==> src/hw/rtc_status_pkg.sv <==
// Package: register map, field positions and timing constants
package rtc_status_pkg;
   localparam logic [3:0] CFG_ADDR = 4'hE;
   localparam logic [3:0] FLAG_ADDR = 4'hF;
   localparam int CFG_WEEK_EN = 7;
   localparam int CFG_DAY_EN = 6;
   localparam int CFG_CLK_DIS2 = 4;
   localparam int FLAG_LOW_SUPPLY = 6;
   localparam int FLAG_OSC_RUN = 5;
   localparam int FLAG_POWER_UP = 4;
   localparam int FLAG_CLK_DIS1 = 3;
   localparam int FLAG_PERIODIC = 2;
   localparam int FLAG_WEEK = 1;
   localparam int FLAG_DAY = 0;
   localparam int FLAG_THRESH = 7;
   localparam logic [2:0] PSEL_OFF = 3'h0;
   localparam logic [2:0] PSEL_LOW = 3'h1;
   localparam logic [2:0] PSEL_2HZ = 3'h2;
   localparam logic [2:0] PSEL_1HZ = 3'h3;
   localparam logic [2:0] PSEL_SEC = 3'h4;
   localparam logic [2:0] PSEL_MIN = 3'h5;
   localparam logic [2:0] PSEL_HOUR = 3'h6;
   localparam logic [2:0] PSEL_MONTH = 3'h7;
   localparam logic [7:0] CFG_RESET = 8'h00;
   localparam logic [7:0] FLAG_RESET = 8'h10;
   localparam logic [7:0] ADJ_RESET = 8'h00;
   localparam int CLK_MHZ = 200;
   localparam int SAMPLE_WIN_US = 7800;
   localparam int SAMPLE_WIN_CYC = SAMPLE_WIN_US * CLK_MHZ;
   localparam int OSC_TIMEOUT_CYC = 64;
endpackage : rtc_status_pkg

==> src/hw/rtc_status_irq.sv <==
// Status monitor flags, supply sampling and interrupt merge
`timescale 1ns/1ps
// Summary of operation
// (RL1) Power-up reset clears control and adjust registers
// (RL2) Threshold select picks 1.6 V or 1.3 V
// (RL3) Power and low-supply high; osc flag low
// (RL4) Power and low-supply flags accept only 0
// (RL5) After power-up: power flag 1, low 0
// (RL6) Crystal stop clears oscillation-running flag
// (RL7) Power flag set forces config bits to 0
// (RL8) Supply sampled 7.8 ms each second only
// (RL9) Low-supply flag set stops sampling
// (RL10) Host clears low flag after seconds write
// (RL11) Alarm match drives interrupt low
// (RL12) Period select picks pulse or level output
// (RL13) Flags and enables at documented bit positions
// (RL14) Period select zero disables periodic source
// (RL15) Power-on defaults keep interrupt high
// (RL16) Interrupt low while any source low
// (RL17) Host reads flags to find source
// (RL18) Period codes: off, low, 2Hz, 1Hz, levels
// (RL19) Level mode holds low until flag cleared
// (RL20) Alarm flag write 0 releases; 1 ignored
// (RL21) Flags hold until cleared or reset
module rtc_status_irq #(
   parameter int SAMPLE_CYC = rtc_status_pkg::SAMPLE_WIN_CYC,
   parameter int OSC_TIMEOUT = rtc_status_pkg::OSC_TIMEOUT_CYC
) (
   // Clock and reset
   input wire logic core_clk,
   input wire logic rst_b,
   // Power detect: pulse when supply rises from zero
   input wire logic power_up_pulse,
   // Register port
   input wire logic reg_wr,
   input wire logic [3:0] reg_addr,
   input wire logic [7:0] reg_wdata,
   output logic [7:0] reg_rdata,
   // Timebase events from the counters
   input wire logic xtal_tick,
   input wire logic half_sec_tick,
   input wire logic sec_tick,
   input wire logic min_tick,
   input wire logic hour_tick,
   input wire logic month_tick,
   input wire logic week_match,
   input wire logic day_match,
   // Supply comparators
   input wire logic below_1v6,
   input wire logic below_1v3,
   // Outputs
   output logic supply_sample_en,
   output logic [7:0] adjust_reg,
   output logic irq_out_n,
   output logic irq_out_oe
);
   if (SAMPLE_CYC < 1 || OSC_TIMEOUT < 2) begin : g_bad_param
      $error("rtc_status_irq: bad parameter");
   end

   logic [7:0] cfg;
   logic [7:0] flags;
   logic [7:0] next_cfg;
   logic [7:0] next_flags;
   logic pulse_lvl;
   logic next_pulse_lvl;
   logic [31:0] osc_cnt;
   logic [31:0] next_osc_cnt;
   logic [31:0] samp_cnt;
   logic [31:0] next_samp_cnt;
   logic next_sample_en;
   logic next_irq_n;
   logic wr_cfg;
   logic wr_flag;
   logic below;
   logic [7:0] next_rdata;

   typedef enum logic [1:0] {
      SAMP_IDLE = 2'b00,
      SAMP_RUN = 2'b01,
      SAMP_HOLD = 2'b11
   } samp_state_e;
   samp_state_e samp_st;
   samp_state_e next_samp_st;

   function automatic logic period_event(input logic [2:0] sel,
      input logic s, input logic m, input logic h, input logic mo);
      case (sel)
         rtc_status_pkg::PSEL_SEC: period_event = s;
         rtc_status_pkg::PSEL_MIN: period_event = m;
         rtc_status_pkg::PSEL_HOUR: period_event = h;
         rtc_status_pkg::PSEL_MONTH: period_event = mo;
         default: period_event = 1'b0;
      endcase
   endfunction : period_event

   assign wr_cfg = reg_wr && (reg_addr == rtc_status_pkg::CFG_ADDR);
   assign wr_flag = reg_wr && (reg_addr == rtc_status_pkg::FLAG_ADDR);

   rtc_reg_byte #(
      .RESET_VAL(rtc_status_pkg::ADJ_RESET)
   ) u_adjust (
      .core_clk(core_clk),
      .rst_b(rst_b),
      .clear(flags[rtc_status_pkg::FLAG_POWER_UP]), // [RL1] [RL7]
      .wr_en(1'b0),
      .wr_data(8'h00),
      .value(adjust_reg)
   );

   // Threshold choice [RL2]
   assign below = flags[rtc_status_pkg::FLAG_THRESH] ? below_1v3 : below_1v6;

   always_comb begin
      next_cfg = cfg;
      next_flags = flags;
      next_pulse_lvl = pulse_lvl;
      next_osc_cnt = osc_cnt;
      if (wr_cfg) begin
         next_cfg = reg_wdata;
      end
      if (wr_flag) begin
         next_flags[rtc_status_pkg::FLAG_THRESH] =
            reg_wdata[rtc_status_pkg::FLAG_THRESH];
         next_flags[rtc_status_pkg::FLAG_CLK_DIS1] =
            reg_wdata[rtc_status_pkg::FLAG_CLK_DIS1];
         next_flags[rtc_status_pkg::FLAG_OSC_RUN] =
            reg_wdata[rtc_status_pkg::FLAG_OSC_RUN]; // [RL4]
         // Write 0 clears, write 1 ignored [RL4] [RL20] [RL19]
         next_flags[rtc_status_pkg::FLAG_POWER_UP] =
            flags[rtc_status_pkg::FLAG_POWER_UP] &
            reg_wdata[rtc_status_pkg::FLAG_POWER_UP];
         next_flags[rtc_status_pkg::FLAG_LOW_SUPPLY] =
            flags[rtc_status_pkg::FLAG_LOW_SUPPLY] &
            reg_wdata[rtc_status_pkg::FLAG_LOW_SUPPLY];
         next_flags[rtc_status_pkg::FLAG_PERIODIC] =
            flags[rtc_status_pkg::FLAG_PERIODIC] &
            reg_wdata[rtc_status_pkg::FLAG_PERIODIC];
         next_flags[rtc_status_pkg::FLAG_WEEK] =
            flags[rtc_status_pkg::FLAG_WEEK] &
            reg_wdata[rtc_status_pkg::FLAG_WEEK];
         next_flags[rtc_status_pkg::FLAG_DAY] =
            flags[rtc_status_pkg::FLAG_DAY] &
            reg_wdata[rtc_status_pkg::FLAG_DAY];
      end
      // Events win over a same-cycle clear [RL11] [RL21]
      if (week_match && cfg[rtc_status_pkg::CFG_WEEK_EN]) begin
         next_flags[rtc_status_pkg::FLAG_WEEK] = 1'b1;
      end
      if (day_match && cfg[rtc_status_pkg::CFG_DAY_EN]) begin
         next_flags[rtc_status_pkg::FLAG_DAY] = 1'b1;
      end
      if (period_event(cfg[2:0], sec_tick, min_tick, hour_tick,
            month_tick)) begin
         next_flags[rtc_status_pkg::FLAG_PERIODIC] = 1'b1; // [RL19]
      end
      if (samp_st == SAMP_RUN && below) begin
         next_flags[rtc_status_pkg::FLAG_LOW_SUPPLY] = 1'b1; // [RL3]
      end
      // Pulse modes: 2Hz toggles on half-second, 1Hz on second, low half aligned [RL18]
      if (cfg[2:0] == rtc_status_pkg::PSEL_2HZ && half_sec_tick) begin
         next_pulse_lvl = ~pulse_lvl;
      end else if (cfg[2:0] == rtc_status_pkg::PSEL_1HZ && sec_tick) begin
         next_pulse_lvl = ~pulse_lvl;
      end else if (cfg[2:1] != 2'b01) begin
         next_pulse_lvl = 1'b0;
      end
      // Crystal halt watchdog [RL6]
      if (xtal_tick) begin
         next_osc_cnt = 32'h0000_0000;
      end else if (osc_cnt < 32'(OSC_TIMEOUT)) begin
         next_osc_cnt = osc_cnt + 32'h0000_0001;
      end else begin
         next_flags[rtc_status_pkg::FLAG_OSC_RUN] = 1'b0; // [RL6]
      end
      // Power-up forcing [RL1] [RL7]
      // Only osc and power flags survive; a written 0 still clears power
      if (flags[rtc_status_pkg::FLAG_POWER_UP]) begin
         next_cfg = rtc_status_pkg::CFG_RESET;
         next_flags = next_flags & 8'h30;
      end
      if (power_up_pulse) begin
         next_cfg = rtc_status_pkg::CFG_RESET;
         next_flags = rtc_status_pkg::FLAG_RESET; // [RL5]
      end
   end

   // Supply sampling window once per second [RL8] [RL9]
   always_comb begin
      next_samp_st = samp_st;
      next_samp_cnt = samp_cnt;
      case (samp_st)
         SAMP_IDLE: begin
            if (sec_tick && !flags[rtc_status_pkg::FLAG_LOW_SUPPLY]) begin
               next_samp_st = SAMP_RUN; // [RL8]
               next_samp_cnt = 32'h0000_0000;
            end
         end
         SAMP_RUN: begin
            if (flags[rtc_status_pkg::FLAG_LOW_SUPPLY]) begin
               next_samp_st = SAMP_HOLD; // [RL9]
            end else if (samp_cnt >= 32'(SAMPLE_CYC - 1)) begin
               next_samp_st = SAMP_IDLE;
            end else begin
               next_samp_cnt = samp_cnt + 32'h0000_0001;
            end
         end
         SAMP_HOLD: begin
            if (!flags[rtc_status_pkg::FLAG_LOW_SUPPLY]) begin
               next_samp_st = SAMP_IDLE; // [RL9]
            end
         end
         default: next_samp_st = SAMP_IDLE;
      endcase
      next_sample_en = (next_samp_st == SAMP_RUN);
   end

   // Merge of active-low sources [RL16] [RL14] [RL15] [RL12]
   always_comb begin
      next_irq_n = 1'b1;
      if (next_flags[rtc_status_pkg::FLAG_WEEK] ||
          next_flags[rtc_status_pkg::FLAG_DAY]) begin
         next_irq_n = 1'b0; // [RL11]
      end
      case (next_cfg[2:0])
         rtc_status_pkg::PSEL_OFF: ;
         rtc_status_pkg::PSEL_LOW: next_irq_n = 1'b0;
         rtc_status_pkg::PSEL_2HZ,
         rtc_status_pkg::PSEL_1HZ: begin
            if (next_pulse_lvl) begin
               next_irq_n = 1'b0;
            end
         end
         default: begin
            if (next_flags[rtc_status_pkg::FLAG_PERIODIC]) begin
               next_irq_n = 1'b0; // [RL19]
            end
         end
      endcase
      next_rdata = 8'h00;
      if (reg_addr == rtc_status_pkg::CFG_ADDR) begin
         next_rdata = next_cfg; // [RL13]
      end else if (reg_addr == rtc_status_pkg::FLAG_ADDR) begin
         next_rdata = next_flags; // [RL13] [RL17]
      end
   end

   always_ff @(posedge core_clk or negedge rst_b) begin
      if (!rst_b) begin
         cfg <= rtc_status_pkg::CFG_RESET;
         flags <= rtc_status_pkg::FLAG_RESET;
         pulse_lvl <= 1'b0;
         osc_cnt <= 32'h0000_0000;
         samp_cnt <= 32'h0000_0000;
         samp_st <= SAMP_IDLE;
         supply_sample_en <= 1'b0;
         irq_out_n <= 1'b1;
         irq_out_oe <= 1'b1;
         reg_rdata <= 8'h00;
      end else begin
         cfg <= next_cfg;
         flags <= next_flags;
         pulse_lvl <= next_pulse_lvl;
         osc_cnt <= next_osc_cnt;
         samp_cnt <= next_samp_cnt;
         samp_st <= next_samp_st;
         supply_sample_en <= next_sample_en;
         irq_out_n <= next_irq_n;
         irq_out_oe <= next_irq_n; // open drain: oe low drives low
         reg_rdata <= next_rdata;
      end
   end

   // Assertions
   weekly_alarm_irq_a: assert property (@(posedge core_clk) // [RL11]
      disable iff (!rst_b)
      (week_match && cfg[rtc_status_pkg::CFG_WEEK_EN] && !power_up_pulse
       && !flags[rtc_status_pkg::FLAG_POWER_UP]) |=> !irq_out_n)
      else $error("weekly alarm did not pull irq low");
   power_flag_clear_a: assert property (@(posedge core_clk) // [RL7]
      disable iff (!rst_b)
      flags[rtc_status_pkg::FLAG_POWER_UP] && !power_up_pulse
      |=> cfg == 8'h00 && flags[rtc_status_pkg::FLAG_DAY] == 1'b0)
      else $error("power flag did not force bits");
   power_flag_sticky_a: assert property (@(posedge core_clk) // [RL4]
      disable iff (!rst_b)
      flags[rtc_status_pkg::FLAG_POWER_UP] && !wr_flag
      |=> flags[rtc_status_pkg::FLAG_POWER_UP])
      else $error("power flag lost without write");
   level_hold_a: assert property (@(posedge core_clk) // [RL19]
      disable iff (!rst_b)
      flags[rtc_status_pkg::FLAG_PERIODIC] && cfg[2] && !wr_flag
      && !wr_cfg && !flags[rtc_status_pkg::FLAG_POWER_UP]
      && !power_up_pulse |=> !irq_out_n)
      else $error("level irq released early");
   periodic_off_a: assert property (@(posedge core_clk) // [RL15]
      disable iff (!rst_b)
      cfg == 8'h00 && !wr_cfg && !power_up_pulse
      && !(next_flags[1] || next_flags[0]) |=> irq_out_n)
      else $error("irq low with all sources off");
   fixed_low_a: assert property (@(posedge core_clk) // [RL18]
      disable iff (!rst_b)
      cfg[2:0] == rtc_status_pkg::PSEL_LOW && !wr_cfg
      && !flags[rtc_status_pkg::FLAG_POWER_UP] && !power_up_pulse
      |=> !irq_out_n)
      else $error("fixed low mode not low");
   sample_stop_a: assert property (@(posedge core_clk) // [RL9]
      disable iff (!rst_b)
      flags[rtc_status_pkg::FLAG_LOW_SUPPLY] |=> !supply_sample_en)
      else $error("sampling while low flag set");
   sample_win_a: assert property (@(posedge core_clk) // [RL8]
      disable iff (!rst_b)
      $rose(supply_sample_en) |-> $past(sec_tick))
      else $error("sample window misaligned");
endmodule : rtc_status_irq

==> src/hw/rtc_reg_byte.sv <==
// Small register byte store with registered read data
`timescale 1ns/1ps
module rtc_reg_byte #(
   parameter logic [7:0] RESET_VAL = 8'h00
) (
   // Clock and reset
   input wire logic core_clk,
   input wire logic rst_b,
   // Access
   input wire logic clear,
   input wire logic wr_en,
   input wire logic [7:0] wr_data,
   output logic [7:0] value
);
   logic [7:0] next_value;

   always_comb begin
      next_value = value;
      if (clear) begin
         next_value = RESET_VAL;
      end else if (wr_en) begin
         next_value = wr_data;
      end
   end

   always_ff @(posedge core_clk or negedge rst_b) begin
      if (!rst_b) begin
         value <= 8'h00;
      end else begin
         value <= next_value;
      end
   end
endmodule : rtc_reg_byte

==> config.mk <==
export PLATFORM = sky130hd
export DESIGN_NAME = rtc_status_irq
export DESIGN_NICKNAME = d
export VERILOG_FILES = /design/src/hw/rtc_status_pkg.sv /design/src/hw/rtc_status_irq.sv /design/src/hw/rtc_reg_byte.sv
export SDC_FILE = /design/constraint.sdc
export NUM_CORES = 1
export LEC_CHECK = 0
export ABC_AREA = 0
export BUFFER_PORTS_ARGS = -buffer_cell sky130_fd_sc_hd__buf_2
export CELL_PAD_IN_SITES_DETAIL_PLACEMENT = 1
export CELL_PAD_IN_SITES_GLOBAL_PLACEMENT = 2
export CORE_ASPECT_RATIO = 0.75
export CORE_MARGIN = 8
export CORE_UTILIZATION = 41
export DETAILED_ROUTE_END_ITERATION = 16
export MAX_ROUTING_LAYER = met4
export PLACE_DENSITY = 0.81
export SKIP_LAST_GASP = 1
export SYNTH_ARGS = -nofsm -noshare
export SYNTH_HDL_FRONTEND = slang
export SYNTH_HIERARCHICAL = 1
export SYNTH_SLANG_ARGS = --single-unit
export TNS_END_PERCENT = 20
==> constraint.sdc <==
create_clock -name core_clk -period 4.9 [get_ports core_clk]
set_clock_uncertainty 0.05 [all_clocks]
set_input_delay 0.98 -clock core_clk [delete_from_list [all_inputs] [get_ports core_clk]]
set_output_delay 0.98 -clock core_clk [all_outputs]
set_load 0.1 [all_outputs]
==> impl_metrics.env <==
export IMPL_synth_seq_cells=101
export IMPL_p_leak_uw=0.00230
export IMPL_io_buffer_count=44
export IMPL_placed_cells=572
export IMPL_gp_congestion=0.760
export IMPL_power_density_mw_per_mm2=353
export IMPL_start_util_pct=42.3
export IMPL_numCtsBuffers=9
export IMPL_area_growth_pct=14.5
export IMPL_drtIter0Drc=138
export IMPL_rsz0062_at_grt="false"
export IMPL_vias=3078
export IMPL_utilization_pct=48.4
export IMPL_crit_slowest_cell="nor3b_2"
export IMPL_synth_flop_cell="dfrtp_1"
export IMPL_tightest_slew_ns=0.955
export IMPL_clkTransAtPathRegs_ns=0.07
export IMPL_reg2reg_to="samp_cnt[19]"
export IMPL_final_cell_mix="99 x dfrtp_1, 43 x buf_2, 42 x nor2_1, 30 x nand2_1"
export IMPL_start_kind="input port"
export IMPL_crit_type="input port to flip-flop"
export IMPL_timing_rr_start="flags[6]"
export IMPL_ctsHoldBuffers=0
export IMPL_wl_mm=9.62
export IMPL_dieArea_mm2=0.0142
export IMPL_die_h_um=105
export IMPL_hpwl_mm=6.68
export IMPL_antenna_found_initial=0
export IMPL_cp_arrival_ns=3.12
export IMPL_grt_remaining_overflow=0
export IMPL_place_ws_ns=1.56
export IMPL_synth_edff_count=0
export IMPL_grt_pass1_vias=3360
export IMPL_drive_gt1_share_pct=16.2
export IMPL_relSlewSlack_pct=36.1
export IMPL_cts_sinks=101
export IMPL_ant_nets=0
export IMPL_hold_path_end="samp_cnt[28]"
export IMPL_io_pins=45
export IMPL_ys_seq_area_share_pct=58.2
export IMPL_cts_resized=0
export IMPL_max_freq_mhz=343
export IMPL_fin_nets=475
export IMPL_post_cts_setup_buffers=0
export IMPL_yosysWarnings=6
export IMPL_cts_path_max_buffers=2
export IMPL_drt_drc_violations_left=0
export IMPL_final_cells=587
export IMPL_r2r_setup_slack_ns=2.25
export IMPL_p_total_uw=1760
export IMPL_cp_max_fo=10
export IMPL_ys_types=52
export IMPL_rows=32
export IMPL_grt_max_degree=67
export IMPL_layout_commonest_cell="dfrtp_1"
export IMPL_min_from="samp_cnt[28]"
export IMPL_syn_cell_area_mm2=0.00435
export IMPL_drv_slew=0
export IMPL_tns_ns=0
export IMPL_htreeDepth=3
export IMPL_async_flop_share_pct=100
export IMPL_grt_usage_pct=14.9
export IMPL_critPathRequiredTime_ns=5.10
export IMPL_status="finished, final reports clean"
export IMPL_antenna_cells=0
export IMPL_vias_per_cell=5.24
export IMPL_fin_crit_sh_pct=59.6
export IMPL_setup_viol=0
export IMPL_die_width_um=135
export IMPL_synthCells=401
export IMPL_holdPathStages=1
export IMPL_hold_violations=0
export IMPL_placeableCoreArea_mm2=0.0103
export IMPL_worstSetupEndpointType="flip-flop"
export IMPL_dr_pass1_iters=4
export IMPL_root_buffer="clkbuf_16"
export IMPL_n_fill_cell=1140
export IMPL_period_needed_ns=2.92
export IMPL_clock_latency_ns=0.34
export IMPL_r2r_cells=5
export IMPL_hp_class="flip-flop to flip-flop"
export IMPL_syn_avg_cell_area_um2=10.8
export IMPL_grt_pass1_wl_mm=16.8
export IMPL_tritoncts="done"
export IMPL_worst_slack_ns=1.98
export IMPL_crit_chain="buf_2 > nand3_1 > nor3b_2 > mux2i_1 > nor2_1 > a211o_1 > a211oi_1"
export IMPL_maxCapViolations=0
export IMPL_slowest_delay_ns=0.89
export IMPL_max_vdd_ir_drop_v=0.000174
export IMPL_wl_per_cell_um=16.4
metrics by stage:
step / cell area (um2) / hold slack (ns)
2_1_floorplan: 4380 / 0.393
3_5_place_dp: 4700 / 0.428
3_3_place_gp: 4700 / 0.424
4_1_cts: 4980 / 0.448
5_1_grt: 4980 / 0.465
6_report: 4980 / 0.442
layout make-up:
class | count | area, um2 | share of cell area [%]
flip-flops and latches | 101 | 2530 | 50.8
multi-input cells | 284 | 1750 | 35.1
clock buffers | 12 | 256 | 5.15
repair buffers | 46 | 238 | 4.77
well taps | 136 | 170 | 3.42
clock inverters | 3 | 21.3 | 0.427
inverters | 5 | 18.8 | 0.377
routing by layer:
metal,track usage [%],vias up,routed length (um)
li1,-,1489,-
met1,20.5,1540,5070
met2,21.2,42,4170
met3,4.08,7,296
met4,4.19,0,79
met5,-,-,0
worst max-delay path: cells and delay by family:
| family | cells | cell delay (ns) |
|---|---|---|
| and+or+nand+nor | 3 | 1.27 |
| AOI/OAI and AO/OA | 2 | 0.48 |
| muxes | 1 | 0.32 |
| buffers and inverters | 1 | 0.08 |
power breakdown:
part | internal [uW] | switching (uW) | total (uW)
sequential | 865 | 35.2 | 900
clock | 370 | 298 | 667
combinational | 59.0 | 129 | 188
logic make-up after synthesis:
group / share of synthesized area, %
other: 0.0862
muxes: 5.61
xor gates and xnor gates: 1.41
adders and majority gates: 0.575
buffers and inverters: 2.67
and+or+nand+nor: 21.9
DFF: 58.2
AOI/OAI and AO/OA: 9.58
flip-flops by register name (all words and copies together), names as in the netlist:
signal and flops:
osc_cnt 32, flags 8, pulse_lvl 1, reg_rdata 8, cfg 8, samp_st 2
supply_sample_en 1, samp_cnt 32, u_adjust/value 8, irq_out_oe 1
how the worst max path moves through the flow:
stage | start | to | slack [ns] | cells past startpoint
floorplan | reg_addr[2] | reg_rdata[5] | 2.35 | 6
global placement | reg_addr[2] | irq_out_oe | 1.71 | 7
detailed placement | reg_addr[2] | irq_out_oe | 1.56 | 7
CTS | reg_addr[2] | irq_out_oe | 1.95 | 7
global route | reg_addr[3] | irq_out_oe | 1.71 | 7
finish | reg_addr[2] | irq_out_oe | 1.98 | 7
cell usage after synthesis, types with 2 or more instances:
library cell | number | area (um2)
nor2_1 | 42 | 158
nor2b_1 | 26 | 163
dfrtp_1 | 99 | 2480
nor4_1 | 10 | 62.6
nand2_1 | 30 | 113
nand3_1 | 12 | 60.1
o21ai_1 | 2 | 10.0
or4_1 | 9 | 67.6
buf_6 | 2 | 22.5
dfstp_2 | 2 | 52.6
nand4_1 | 6 | 37.5
mux2i_1 | 21 | 210
o211ai_1 | 3 | 22.5
xor2_1 | 6 | 52.6
o31ai_1 | 5 | 37.5
or2_2 | 2 | 12.5
o21ai_0 | 14 | 70.1
nor3_1 | 11 | 55.1
a21oi_1 | 26 | 130
ha_1 | 2 | 25.0
inv_1 | 5 | 18.8
and2_1 | 10 | 62.6
nor3b_1 | 2 | 15.0
buf_2 | 3 | 15.0
and3_1 | 2 | 12.5
or4b_1 | 2 | 20.0
clkbuf_1 | 11 | 41.3
or3_1 | 9 | 56.3
buf_4 | 2 | 15.0
o21a_1 | 3 | 22.5
Power figures use the tool's default switching activity.
